==> config.mk <==
export PLATFORM = sky130hd
export DESIGN_NAME = ecit_timer
export DESIGN_NICKNAME = d
export VERILOG_FILES = /design/src/rtl/ecit_pkg.sv /design/src/rtl/ecit_timer.sv
export VERILOG_INCLUDE_DIRS = /design/src /design/src/rtl
export SDC_FILE = /design/constraint.sdc
export NUM_CORES = 1
export LEC_CHECK = 0
export BUFFER_PORTS_ARGS = -buffer_cell sky130_fd_sc_hd__buf_4
export CORE_AREA = 8 8 101 103
export CTS_CLUSTER_DIAMETER = 120
export CTS_CLUSTER_SIZE = 20
export DETAILED_ROUTE_END_ITERATION = 10
export DIE_AREA = 0 0 109 111
export PLACE_DENSITY_LB_ADDON = 0.2
export SETUP_SLACK_MARGIN = 0.05
export SLEW_MARGIN = 20
export SYNTH_ARGS = -nofsm -noshare
export SYNTH_HDL_FRONTEND = slang
export SYNTH_SLANG_ARGS = --single-unit
==> constraint.sdc <==
create_clock -name aclk -period 1.8 [get_ports aclk]
set_input_delay 0.27 -clock aclk [delete_from_list [all_inputs] [get_ports aclk]]
set_output_delay 0.27 -clock aclk [all_outputs]
set_load 0.01 [all_outputs]
==> src/rtl/ecit_consts.svh <==
// Offsets, field positions, reset values and timing counts of the capture timer
`ifndef ECIT_CONSTS_SVH
`define ECIT_CONSTS_SVH

`define ECIT_OFS_MODE      8'h00
`define ECIT_OFS_CAP_FALL  8'h04
`define ECIT_OFS_CAP_RISE  8'h08
`define ECIT_OFS_CTRL      8'h0C
`define ECIT_OFS_IRQ_STAT  8'h10
`define ECIT_OFS_IRQ_MASK  8'h14

`define ECIT_BIT_OVF_HI    7
`define ECIT_BIT_OVF_LO    6
`define ECIT_BIT_OVERFLOW_IRQ_ENABLE      5
`define ECIT_BIT_CAPTURE_IRQ_EDGE_SELECT     4
`define ECIT_BIT_CCLR_HI   3
`define ECIT_BIT_CCLR_LO   2
`define ECIT_BIT_CKS_HI    1
`define ECIT_BIT_CKS_LO    0
`define ECIT_BIT_CAP_MODE  0
`define ECIT_BIT_IRQ_CAP   0
`define ECIT_BIT_IRQ_OVF   1

`define ECIT_MODE_RST      8'h00
`define ECIT_CNT_RST       8'h00
`define ECIT_CAP_RST       8'h00
`define ECIT_CNT_MAX       8'hFF

`define ECIT_TAP_DIV64     6'h3F
`define ECIT_TAP_DIV32     5'h1F
`define ECIT_WATCH_DIV4    2'h3

`endif

==> src/rtl/ecit_pkg.sv <==
// Types shared by the capture timer
package ecit_pkg;

   typedef logic [7:0] ecit_count_t;

   typedef enum logic [1:0] {
      ECIT_CKS_DIV64 = 2'h0,
      ECIT_CKS_DIV32 = 2'h1,
      ECIT_CKS_DIV2  = 2'h2,
      ECIT_CKS_WATCH = 2'h3
   } ecit_cks_e;

   typedef enum logic [1:0] {
      ECIT_CLR_NONE = 2'h0,
      ECIT_CLR_FALL = 2'h1,
      ECIT_CLR_RISE = 2'h2,
      ECIT_CLR_BOTH = 2'h3
   } ecit_clr_e;

   typedef enum logic [1:0] {
      ECIT_RESP_OKAY   = 2'h0,
      ECIT_RESP_DECERR = 2'h3
   } ecit_resp_e;

   typedef enum logic [2:0] {
      ECIT_IDX_MODE = 3'h0,
      ECIT_IDX_FALL = 3'h1,
      ECIT_IDX_RISE = 3'h2,
      ECIT_IDX_CTRL = 3'h3,
      ECIT_IDX_STAT = 3'h4,
      ECIT_IDX_MASK = 3'h5,
      ECIT_IDX_NONE = 3'h7
   } ecit_idx_e;

endpackage

==> src/rtl/ecit_timer.sv <==
// Edge capture / interval timer with AXI4-Lite register slave
//
// The implementer's own choices: the register offsets and the AXI4-Lite register port.
`include "ecit_consts.svh"
`timescale 1ns/1ps
`default_nettype none

module ecit_timer
   import ecit_pkg::*;
#(
   parameter int ADDR_W = 8
)
(
   input  wire logic              aclk,
   input  wire logic              aresetn,
   input  wire logic [ADDR_W-1:0] awaddr,
   input  wire logic [2:0]        awprot,
   input  wire logic              awvalid,
   output logic                   awready,
   input  wire logic [31:0]       wdata,
   input  wire logic [3:0]        wstrb,
   input  wire logic              wvalid,
   output logic                   wready,
   output logic [1:0]             bresp,
   output logic                   bvalid,
   input  wire logic              bready,
   input  wire logic [ADDR_W-1:0] araddr,
   input  wire logic [2:0]        arprot,
   input  wire logic              arvalid,
   output logic                   arready,
   output logic [31:0]            rdata,
   output logic [1:0]             rresp,
   output logic                   rvalid,
   input  wire logic              rready,
   input  wire logic              capture_in,
   input  wire logic              watch_clk_in,
   output logic                   irq
);

   // Register index of an address; used by both read and write paths
   function automatic ecit_idx_e addr_idx(input logic [ADDR_W-1:0] a);
      ecit_idx_e r;
      r = ECIT_IDX_NONE;
      unique case (a[7:0])
         `ECIT_OFS_MODE:     r = ECIT_IDX_MODE;
         `ECIT_OFS_CAP_FALL: r = ECIT_IDX_FALL;
         `ECIT_OFS_CAP_RISE: r = ECIT_IDX_RISE;
         `ECIT_OFS_CTRL:     r = ECIT_IDX_CTRL;
         `ECIT_OFS_IRQ_STAT: r = ECIT_IDX_STAT;
         `ECIT_OFS_IRQ_MASK: r = ECIT_IDX_MASK;
         default:            r = ECIT_IDX_NONE;
      endcase
      if ((a >> 8) != '0)
      begin
         r = ECIT_IDX_NONE;
      end
      return r;
   endfunction

   logic              aw_held_reg;
   logic              w_held_reg;
   logic [ADDR_W-1:0] awaddr_reg;
   logic [7:0]        wdata_reg;
   logic              wlane_reg;
   logic              bvalid_reg;
   logic [1:0]        bresp_reg;
   logic              rvalid_reg;
   logic [1:0]        rresp_reg;
   logic [31:0]       rdata_reg;
   logic              wr_fire;
   logic              ar_fire;
   ecit_idx_e         wr_idx;
   ecit_idx_e         rd_idx;
   logic              wr_mode;

   logic [5:0]        cfg_reg;
   logic              ovf_hi_reg;
   logic              ovf_lo_reg;
   logic              armed_hi_reg;
   logic              armed_lo_reg;
   logic              cap_mode_reg;
   logic [1:0]        irq_stat_reg;
   logic [1:0]        irq_mask_reg;
   logic              irq_reg;

   ecit_count_t       cnt_reg;
   ecit_count_t       cap_fall_reg;
   ecit_count_t       cap_rise_reg;
   logic [5:0]        presc_reg;
   logic [1:0]        wdiv_reg;
   logic              wclk_s1_reg;
   logic              wclk_s2_reg;
   logic              wclk_s3_reg;
   logic              cap_s1_reg;
   logic              cap_s2_reg;
   logic              gated_prev_reg;

   ecit_cks_e         cks;
   ecit_clr_e         cclr;
   logic              overflow_irq_enable;
   logic              capture_irq_edge_select;
   logic              tick;
   logic              watch_edge;
   logic              gated;
   logic              rise;
   logic              fall;
   logic              edge_clear;
   logic              ovf_evt;
   logic              clr_hi;
   logic              clr_lo;
   logic [1:0]        irq_evt;

   assign cks   = ecit_cks_e'(cfg_reg[`ECIT_BIT_CKS_HI:`ECIT_BIT_CKS_LO]);
   assign cclr  = ecit_clr_e'(cfg_reg[`ECIT_BIT_CCLR_HI:`ECIT_BIT_CCLR_LO]);
   assign overflow_irq_enable  = cfg_reg[`ECIT_BIT_OVERFLOW_IRQ_ENABLE];
   assign capture_irq_edge_select = cfg_reg[`ECIT_BIT_CAPTURE_IRQ_EDGE_SELECT];

   // AXI4-Lite write channel: address and data taken in either order
   assign awready = !aw_held_reg && !bvalid_reg;
   assign wready  = !w_held_reg && !bvalid_reg;
   assign bvalid  = bvalid_reg;
   assign bresp   = bresp_reg;
   assign wr_fire = aw_held_reg && w_held_reg && !bvalid_reg;
   assign wr_idx  = addr_idx(awaddr_reg);
   assign wr_mode = wr_fire && wlane_reg && (wr_idx == ECIT_IDX_MODE);

   always_ff @(posedge aclk)
   begin
      if (!aresetn)
      begin
         aw_held_reg <= 1'b0;
         awaddr_reg  <= '0;
      end
      else if (awvalid && awready)
      begin
         aw_held_reg <= 1'b1;
         awaddr_reg  <= awaddr;
      end
      else if (wr_fire)
      begin
         aw_held_reg <= 1'b0;
      end
   end

   always_ff @(posedge aclk)
   begin
      if (!aresetn)
      begin
         w_held_reg <= 1'b0;
         wdata_reg  <= 8'h00;
         wlane_reg  <= 1'b0;
      end
      else if (wvalid && wready)
      begin
         w_held_reg <= 1'b1;
         wdata_reg  <= wdata[7:0];
         wlane_reg  <= wstrb[0];
      end
      else if (wr_fire)
      begin
         w_held_reg <= 1'b0;
      end
   end

   always_ff @(posedge aclk)
   begin
      if (!aresetn)
      begin
         bvalid_reg <= 1'b0;
         bresp_reg  <= ECIT_RESP_OKAY;
      end
      else if (wr_fire)
      begin
         bvalid_reg <= 1'b1;
         bresp_reg  <= (wr_idx == ECIT_IDX_NONE) ? ECIT_RESP_DECERR : ECIT_RESP_OKAY;
      end
      else if (bready)
      begin
         bvalid_reg <= 1'b0;
      end
   end

   // AXI4-Lite read channel
   assign arready = !rvalid_reg;
   assign ar_fire = arvalid && arready;
   assign rd_idx  = addr_idx(araddr);
   assign rvalid  = rvalid_reg;
   assign rresp   = rresp_reg;
   assign rdata   = rdata_reg;

   always_ff @(posedge aclk)
   begin
      if (!aresetn)
      begin
         rvalid_reg <= 1'b0;
         rresp_reg  <= ECIT_RESP_OKAY;
         rdata_reg  <= '0;
      end
      else if (ar_fire)
      begin
         rvalid_reg <= 1'b1;
         rresp_reg  <= (rd_idx == ECIT_IDX_NONE) ? ECIT_RESP_DECERR : ECIT_RESP_OKAY;
         unique case (rd_idx)
            ECIT_IDX_MODE: rdata_reg <= {24'h00_0000, ovf_hi_reg, ovf_lo_reg, cfg_reg};
            ECIT_IDX_FALL: rdata_reg <= {24'h00_0000, cap_fall_reg};
            ECIT_IDX_RISE: rdata_reg <= {24'h00_0000, cap_rise_reg};
            ECIT_IDX_CTRL: rdata_reg <= {31'h0000_0000, cap_mode_reg};
            ECIT_IDX_STAT: rdata_reg <= {30'h0000_0000, irq_stat_reg};
            ECIT_IDX_MASK: rdata_reg <= {30'h0000_0000, irq_mask_reg};
            ECIT_IDX_NONE: rdata_reg <= '0;
            default:       rdata_reg <= '0;
         endcase
      end
      else if (rready)
      begin
         rvalid_reg <= 1'b0;
      end
   end

   // Control fields of the mode register; the counter has no address
   always_ff @(posedge aclk)
   begin
      if (!aresetn)
      begin
         cfg_reg <= 6'(`ECIT_MODE_RST);
      end
      else if (wr_mode)
      begin
         cfg_reg <= wdata_reg[5:0];
      end
   end

   always_ff @(posedge aclk)
   begin
      if (!aresetn)
      begin
         cap_mode_reg <= 1'b0;
         irq_mask_reg <= 2'h0;
      end
      else if (wr_fire && wlane_reg && (wr_idx == ECIT_IDX_CTRL))
      begin
         cap_mode_reg <= wdata_reg[`ECIT_BIT_CAP_MODE];
      end
      else if (wr_fire && wlane_reg && (wr_idx == ECIT_IDX_MASK))
      begin
         irq_mask_reg <= wdata_reg[1:0];
      end
   end

   // Clock taps; the watch clock is a foreign pin and is synchronised first
   always_ff @(posedge aclk)
   begin
      if (!aresetn)
      begin
         wclk_s1_reg <= 1'b0;
         wclk_s2_reg <= 1'b0;
         wclk_s3_reg <= 1'b0;
      end
      else
      begin
         wclk_s1_reg <= watch_clk_in;
         wclk_s2_reg <= wclk_s1_reg;
         wclk_s3_reg <= wclk_s2_reg;
      end
   end

   assign watch_edge = wclk_s2_reg && !wclk_s3_reg;

   always_ff @(posedge aclk)
   begin
      if (!aresetn)
      begin
         presc_reg <= 6'h00;
         wdiv_reg  <= 2'h0;
      end
      else
      begin
         presc_reg <= presc_reg + 6'h01;
         if (watch_edge)
         begin
            wdiv_reg <= wdiv_reg + 2'h1;
         end
      end
   end

   always_comb
   begin
      unique case (cks)
         ECIT_CKS_DIV64: tick = (presc_reg == `ECIT_TAP_DIV64);
         ECIT_CKS_DIV32: tick = (presc_reg[4:0] == `ECIT_TAP_DIV32);
         ECIT_CKS_DIV2:  tick = presc_reg[0];
         ECIT_CKS_WATCH: tick = watch_edge && (wdiv_reg == `ECIT_WATCH_DIV4);
      endcase
   end

   // Capture pin; in interval mode the pin is a plain port and reads low.
   // Toggling the mode bit with the pin high therefore makes an edge.
   always_ff @(posedge aclk)
   begin
      if (!aresetn)
      begin
         cap_s1_reg     <= 1'b0;
         cap_s2_reg     <= 1'b0;
         gated_prev_reg <= 1'b0;
      end
      else
      begin
         cap_s1_reg     <= capture_in;
         cap_s2_reg     <= cap_s1_reg;
         gated_prev_reg <= gated;
      end
   end

   assign gated = cap_mode_reg && cap_s2_reg;
   assign rise  = gated && !gated_prev_reg;
   assign fall  = !gated && gated_prev_reg;

   always_comb
   begin
      unique case (cclr)
         ECIT_CLR_NONE: edge_clear = 1'b0;
         ECIT_CLR_FALL: edge_clear = fall;
         ECIT_CLR_RISE: edge_clear = rise;
         ECIT_CLR_BOTH: edge_clear = rise || fall;
      endcase
      edge_clear = edge_clear && cap_mode_reg;
   end

   assign ovf_evt = tick && !edge_clear && (cnt_reg == `ECIT_CNT_MAX);

   always_ff @(posedge aclk)
   begin
      if (!aresetn)
      begin
         cnt_reg <= `ECIT_CNT_RST;
      end
      else if (edge_clear)
      begin
         cnt_reg <= `ECIT_CNT_RST;
      end
      else if (tick)
      begin
         cnt_reg <= cnt_reg + 8'h01;
      end
   end

   // Capture takes the count before any clear of the same edge
   always_ff @(posedge aclk)
   begin
      if (!aresetn)
      begin
         cap_fall_reg <= `ECIT_CAP_RST;
         cap_rise_reg <= `ECIT_CAP_RST;
      end
      else
      begin
         if (fall)
         begin
            cap_fall_reg <= cnt_reg;
         end
         if (rise)
         begin
            cap_rise_reg <= cnt_reg;
         end
      end
   end

   // Overflow flags: a zero write clears only after the flag was read as one
   assign clr_hi = wr_mode && !wdata_reg[`ECIT_BIT_OVF_HI] && armed_hi_reg;
   assign clr_lo = wr_mode && !wdata_reg[`ECIT_BIT_OVF_LO] && armed_lo_reg;

   always_ff @(posedge aclk)
   begin
      if (!aresetn)
      begin
         ovf_hi_reg <= 1'b0;
         ovf_lo_reg <= 1'b0;
      end
      else
      begin
         if (ovf_evt && gated)
         begin
            ovf_hi_reg <= 1'b1;
         end
         else if (clr_hi)
         begin
            ovf_hi_reg <= 1'b0;
         end
         if (ovf_evt && !gated)
         begin
            ovf_lo_reg <= 1'b1;
         end
         else if (clr_lo)
         begin
            ovf_lo_reg <= 1'b0;
         end
      end
   end

   always_ff @(posedge aclk)
   begin
      if (!aresetn)
      begin
         armed_hi_reg <= 1'b0;
         armed_lo_reg <= 1'b0;
      end
      else
      begin
         if (clr_hi)
         begin
            armed_hi_reg <= 1'b0;
         end
         else if (ar_fire && (rd_idx == ECIT_IDX_MODE) && ovf_hi_reg)
         begin
            armed_hi_reg <= 1'b1;
         end
         if (clr_lo)
         begin
            armed_lo_reg <= 1'b0;
         end
         else if (ar_fire && (rd_idx == ECIT_IDX_MODE) && ovf_lo_reg)
         begin
            armed_lo_reg <= 1'b1;
         end
      end
   end

   // Interrupt requests: sticky, write one to clear, set wins
   assign irq_evt[`ECIT_BIT_IRQ_CAP] = capture_irq_edge_select ? fall : rise;
   assign irq_evt[`ECIT_BIT_IRQ_OVF] = ovf_evt && overflow_irq_enable;

   generate
      for (genvar i = 0; i < 2; i++)
      begin : g_irq_bit
         always_ff @(posedge aclk)
         begin
            if (!aresetn)
            begin
               irq_stat_reg[i] <= 1'b0;
            end
            else if (irq_evt[i])
            begin
               irq_stat_reg[i] <= 1'b1;
            end
            else if (wr_fire && wlane_reg && (wr_idx == ECIT_IDX_STAT) && wdata_reg[i])
            begin
               irq_stat_reg[i] <= 1'b0;
            end
         end
      end
   endgenerate

   always_ff @(posedge aclk)
   begin
      if (!aresetn)
      begin
         irq_reg <= 1'b0;
      end
      else
      begin
         irq_reg <= |(irq_stat_reg & irq_mask_reg);
      end
   end

   assign irq = irq_reg;
endmodule // ecit_timer

`default_nettype wire

==> reports/summary.txt <==
=================================================================================================
Post-layout power ..................................................................      3800 uW
Post-placement setup slack .........................................................      -150 ps
Capture point of the worst reg-to-reg path ......................................... cnt_reg[7]$_SDFFE_PP0N_
Worst EP required ..................................................................      2090 ps
Number of distinct library cell variants in the gate-level netlist after synthesis .           57
Number of buffers created by CTS ...................................................            9
Clock network latency to the later pin of the worst-skew pair ......................       350 ps
Final design area excluding fillers ................................................     4870 um2
Mean cell area of the mapped netlist ...............................................     9.29 um2
Sequential area share after synthesis ..............................................        43.3%
Vias in the first global route .....................................................        3,128
Num rows ...........................................................................           34
Net count reported at finish .......................................................          571
Largest cells by area after synthesis .............................................. dfxtp_1 43%, mux2i_1 8.7%, nand2_1 5.3%, nor2b_1 5.1%, buf_4 5.0%
Final number of hold-violating endpoints ...........................................            0
Power per cell area ................................................................   781 nW/um2
Io pins ............................................................................          109
DP HPWL ............................................................................      6450 um
Y dimension of the die .............................................................       111 um
Width of the die ...................................................................       109 um
Antenna Nets Post-Route ............................................................            0
Clock tree from TritonCTS ..........................................................         done
Syn-to-layout area delta ...........................................................        23.8%
Detailed-route wire length per cell ................................................      14.0 um
Max stage delay cell, worst path ...................................................        or4_4
Worst R2R Setup Slack ..............................................................        20 ps
Count of buffer and inverter cells on the critical path ............................            1
Vias ...............................................................................        3,056
Worst Setup End Kind ...............................................................     register
Count of cell instances traversed by the critical path .............................            8
Initial core utilization ...........................................................        46.0%
WL final ...........................................................................      8540 um
Pin count of the biggest net entering global routing ...............................           33
Highest achievable clock rate ......................................................      562 MHz
Area share of the largest cell type after synthesis ................................        43.3%
Arrival time worst endpoint ........................................................      2070 ps
Number of slew-limit violations in the final report ................................            0
Reg2Reg Depth ......................................................................            8
Commonest non-fill, non-tap cell in the layout .....................................      dfxtp_1
Initial antenna violation count ....................................................            0
Critical path launch point ......................................................... presc_reg[1]$_SDFF_PN0_
DRT Pass-1 Iters ...................................................................            4
Crit path kind .....................................................................   reg -> reg
Ratio of cells with drive above 1 in the final layout ..............................        25.5%
Die area ...........................................................................   12,100 um2
Port-buffer cells ..................................................................           51
Post-DR vias/cell ..................................................................         5.01
Number of register bits inferred by synthesis ......................................           85
CTS Sinks ..........................................................................           85
Summed instance area of the synthesized netlist ....................................     3930 um2
RSZ-0062 raised after global routing ...............................................          yes
Worst min-delay path class .........................................................    in -> reg
Max Buffers Root-to-Sink ...........................................................            2
Number of hold buffers added after CTS .............................................            0
Core Area ..........................................................................     8550 um2
Worst-case vdd ir drop .............................................................   0.000460 V
Number of synthesized flops with an enable pin .....................................            0
Total overflow reported by the global router .......................................            0
Most frequent cell on the critical path ............................................         ha_4
Top cell type by total area after synthesis ........................................      dfxtp_1
Crit Reg-Reg Startpoint ............................................................ presc_reg[1]$_SDFF_PN0_
Worst path setup slack after routing ...............................................      21.9 ps
Ys Warns ...........................................................................            0
Wire length of the first global-routing pass .......................................    14,700 um
Clock period minus final worst setup slack .........................................      1780 ps
CTS clock-pin slew for the worst setup and hold paths ..............................        90 ps
Commonest cells after routing, fill and taps aside ................................. 82 x dfxtp_1, 78 x buf_4, 54 x nand2_1
GR Util All Layers .................................................................        14.7%
Instance count of the mapped netlist ...............................................          423
CP max FO ..........................................................................            3
Family with the most delay on the worst path ....................................... simple AND/OR/NAND/NOR gates
RD Place Congestion ................................................................        0.787
Iteration-0 DRC count of the detailed router .......................................           94
Post-placement cell area ...........................................................     4600 um2
Kind of start point of the critical path ...........................................     register
Slowest Stage Delay on Critical Path ...............................................       420 ps
List of cells traversed by the critical path ....................................... ha_4 > and3_4 > ha_4 > inv_2 > o221ai_4 > nand2_2 > or4_4 > a21oi_2
Final antenna diode count ..........................................................            0
# DRC ..............................................................................            0
Tightest hold margin ...............................................................       123 ps
Master cell of the clock root buffer ...............................................     clkbuf_8
Number of max-capacitance violations reported ......................................            0
H-tree Lvls ........................................................................            3
Outcome ............................................................................ finished, final reports clean
Most common flop cell mapped by yosys ..............................................      dfxtp_1
Setup total negative slack .........................................................         0 ps
Share of synthesized registers carrying an async set or reset ......................           0%
Setup violation total in the final timing report ...................................            0
Final worst-path cycle share .......................................................        98.8%
Worst Clk Skew .....................................................................      5.99 ps
Static leakage .....................................................................   0.00201 uW
Destination of the critical timing path ............................................ cnt_reg[7]$_SDFFE_PP0N_
=================================================================================================
[worst register-to-register path: stages, from the launching register on]
cell and delay (ps):
dfxtp_2 360, ha_4 140, and3_4 190, ha_4 120
inv_2 40, o221ai_4 230, nand2_2 100, or4_4 420
a21oi_2 130
[power by group]
part	switching, uW	leakage [uW]	total (uW)	internal, uW
sequential	38.7	0.000691	1970	1930
combinational	175	0.00120	337	163
clock	680	0.000112	1500	817
[cells in the mapped netlist (3+ instances only)]
cell / number
dfxtp_1: 85
nand2_1: 55
mux2i_1: 34
nor2b_1: 32
buf_4: 26
a21boi_0: 21
nor2_1: 17
and2_1: 16
clkbuf_1: 12
inv_1: 9
nand3_1: 8
ha_1: 7
o21ai_0: 7
xor2_1: 7
a21oi_1: 6
a22o_1: 6
nand2b_1: 6
o2bb2ai_1: 6
and3_1: 5
nor3_1: 5
nand4_1: 4
nand4b_1: 3
o211a_1: 3
[metal layers]
| metal | part of all wire [%] | wire length, um | up-vias | GRT usage [%] |
|---|---|---|---|---|
| met5 | 0 | 0 | - | 0 |
| met1 | 46 | 3900 | 1414 | 18.8 |
| met2 | 47 | 4000 | 64 | 23.1 |
| met3 | 6.0 | 513 | 12 | 3.43 |
| li1 | - | - | 1566 | - |
| met4 | 1.5 | 126 | 0 | 5.48 |
[cell families (layout without fill, tap and decap cells)]
logic type | count (synthesis) | count (layout) | share of synthesized area [%]
AOI/OAI and AO/OA | 70 | 70 | 13.5
xor gates and xnor gates | 9 | 9 | 2.01
adders and majority gates | 7 | 7 | 2.23
buffers and inverters | 50 | 106 | 7.32
DFF | 85 | 85 | 43.3
muxes | 36 | 36 | 9.23
other | 1 | 24 | 0.0954
and+or+nand+nor | 165 | 165 | 22.4
[worst min-delay path by stage]
stage	start	depth (start not counted)	endpoint	slack, ps
after floorplan	capture_in	1	cap_s1_reg$_SDFF_PN0_	400
after detailed placement	wclk_s1_reg$_SDFF_PN0_	1	wclk_s2_reg$_SDFF_PN0_	420
after global routing	capture_in	2	cap_s1_reg$_SDFF_PN0_	120
final	watch_clk_in	2	wclk_s1_reg$_SDFF_PN0_	120
after global placement	wclk_s1_reg$_SDFF_PN0_	1	wclk_s2_reg$_SDFF_PN0_	410
after CTS	watch_clk_in	2	wclk_s1_reg$_SDFF_PN0_	110
[metrics by stage]
step,std cells,utilization [%]
floorplan,446,-
global placement,593,53.8
detailed placement,593,53.8
CTS,609,56.4
global route,610,56.9
finish,610,56.9
[layout make-up]
type                    instances  area (um2)
well taps                     108         135
multi-input cells             311        2130
fillers                       759        3680
inverters                       9        33.8
clock inverters                 6        86.3
clock buffers                  10         138
repair buffers                 81         637
flip-flops and latches         85        1710
[repair_timing]
action	CTS	global route
pin swaps	3	5
buffers inserted	0	1
resized for setup	0	10
endpoints found under the setup margin	11	14
No activity file was read; power rests on OpenSTA's default activity.
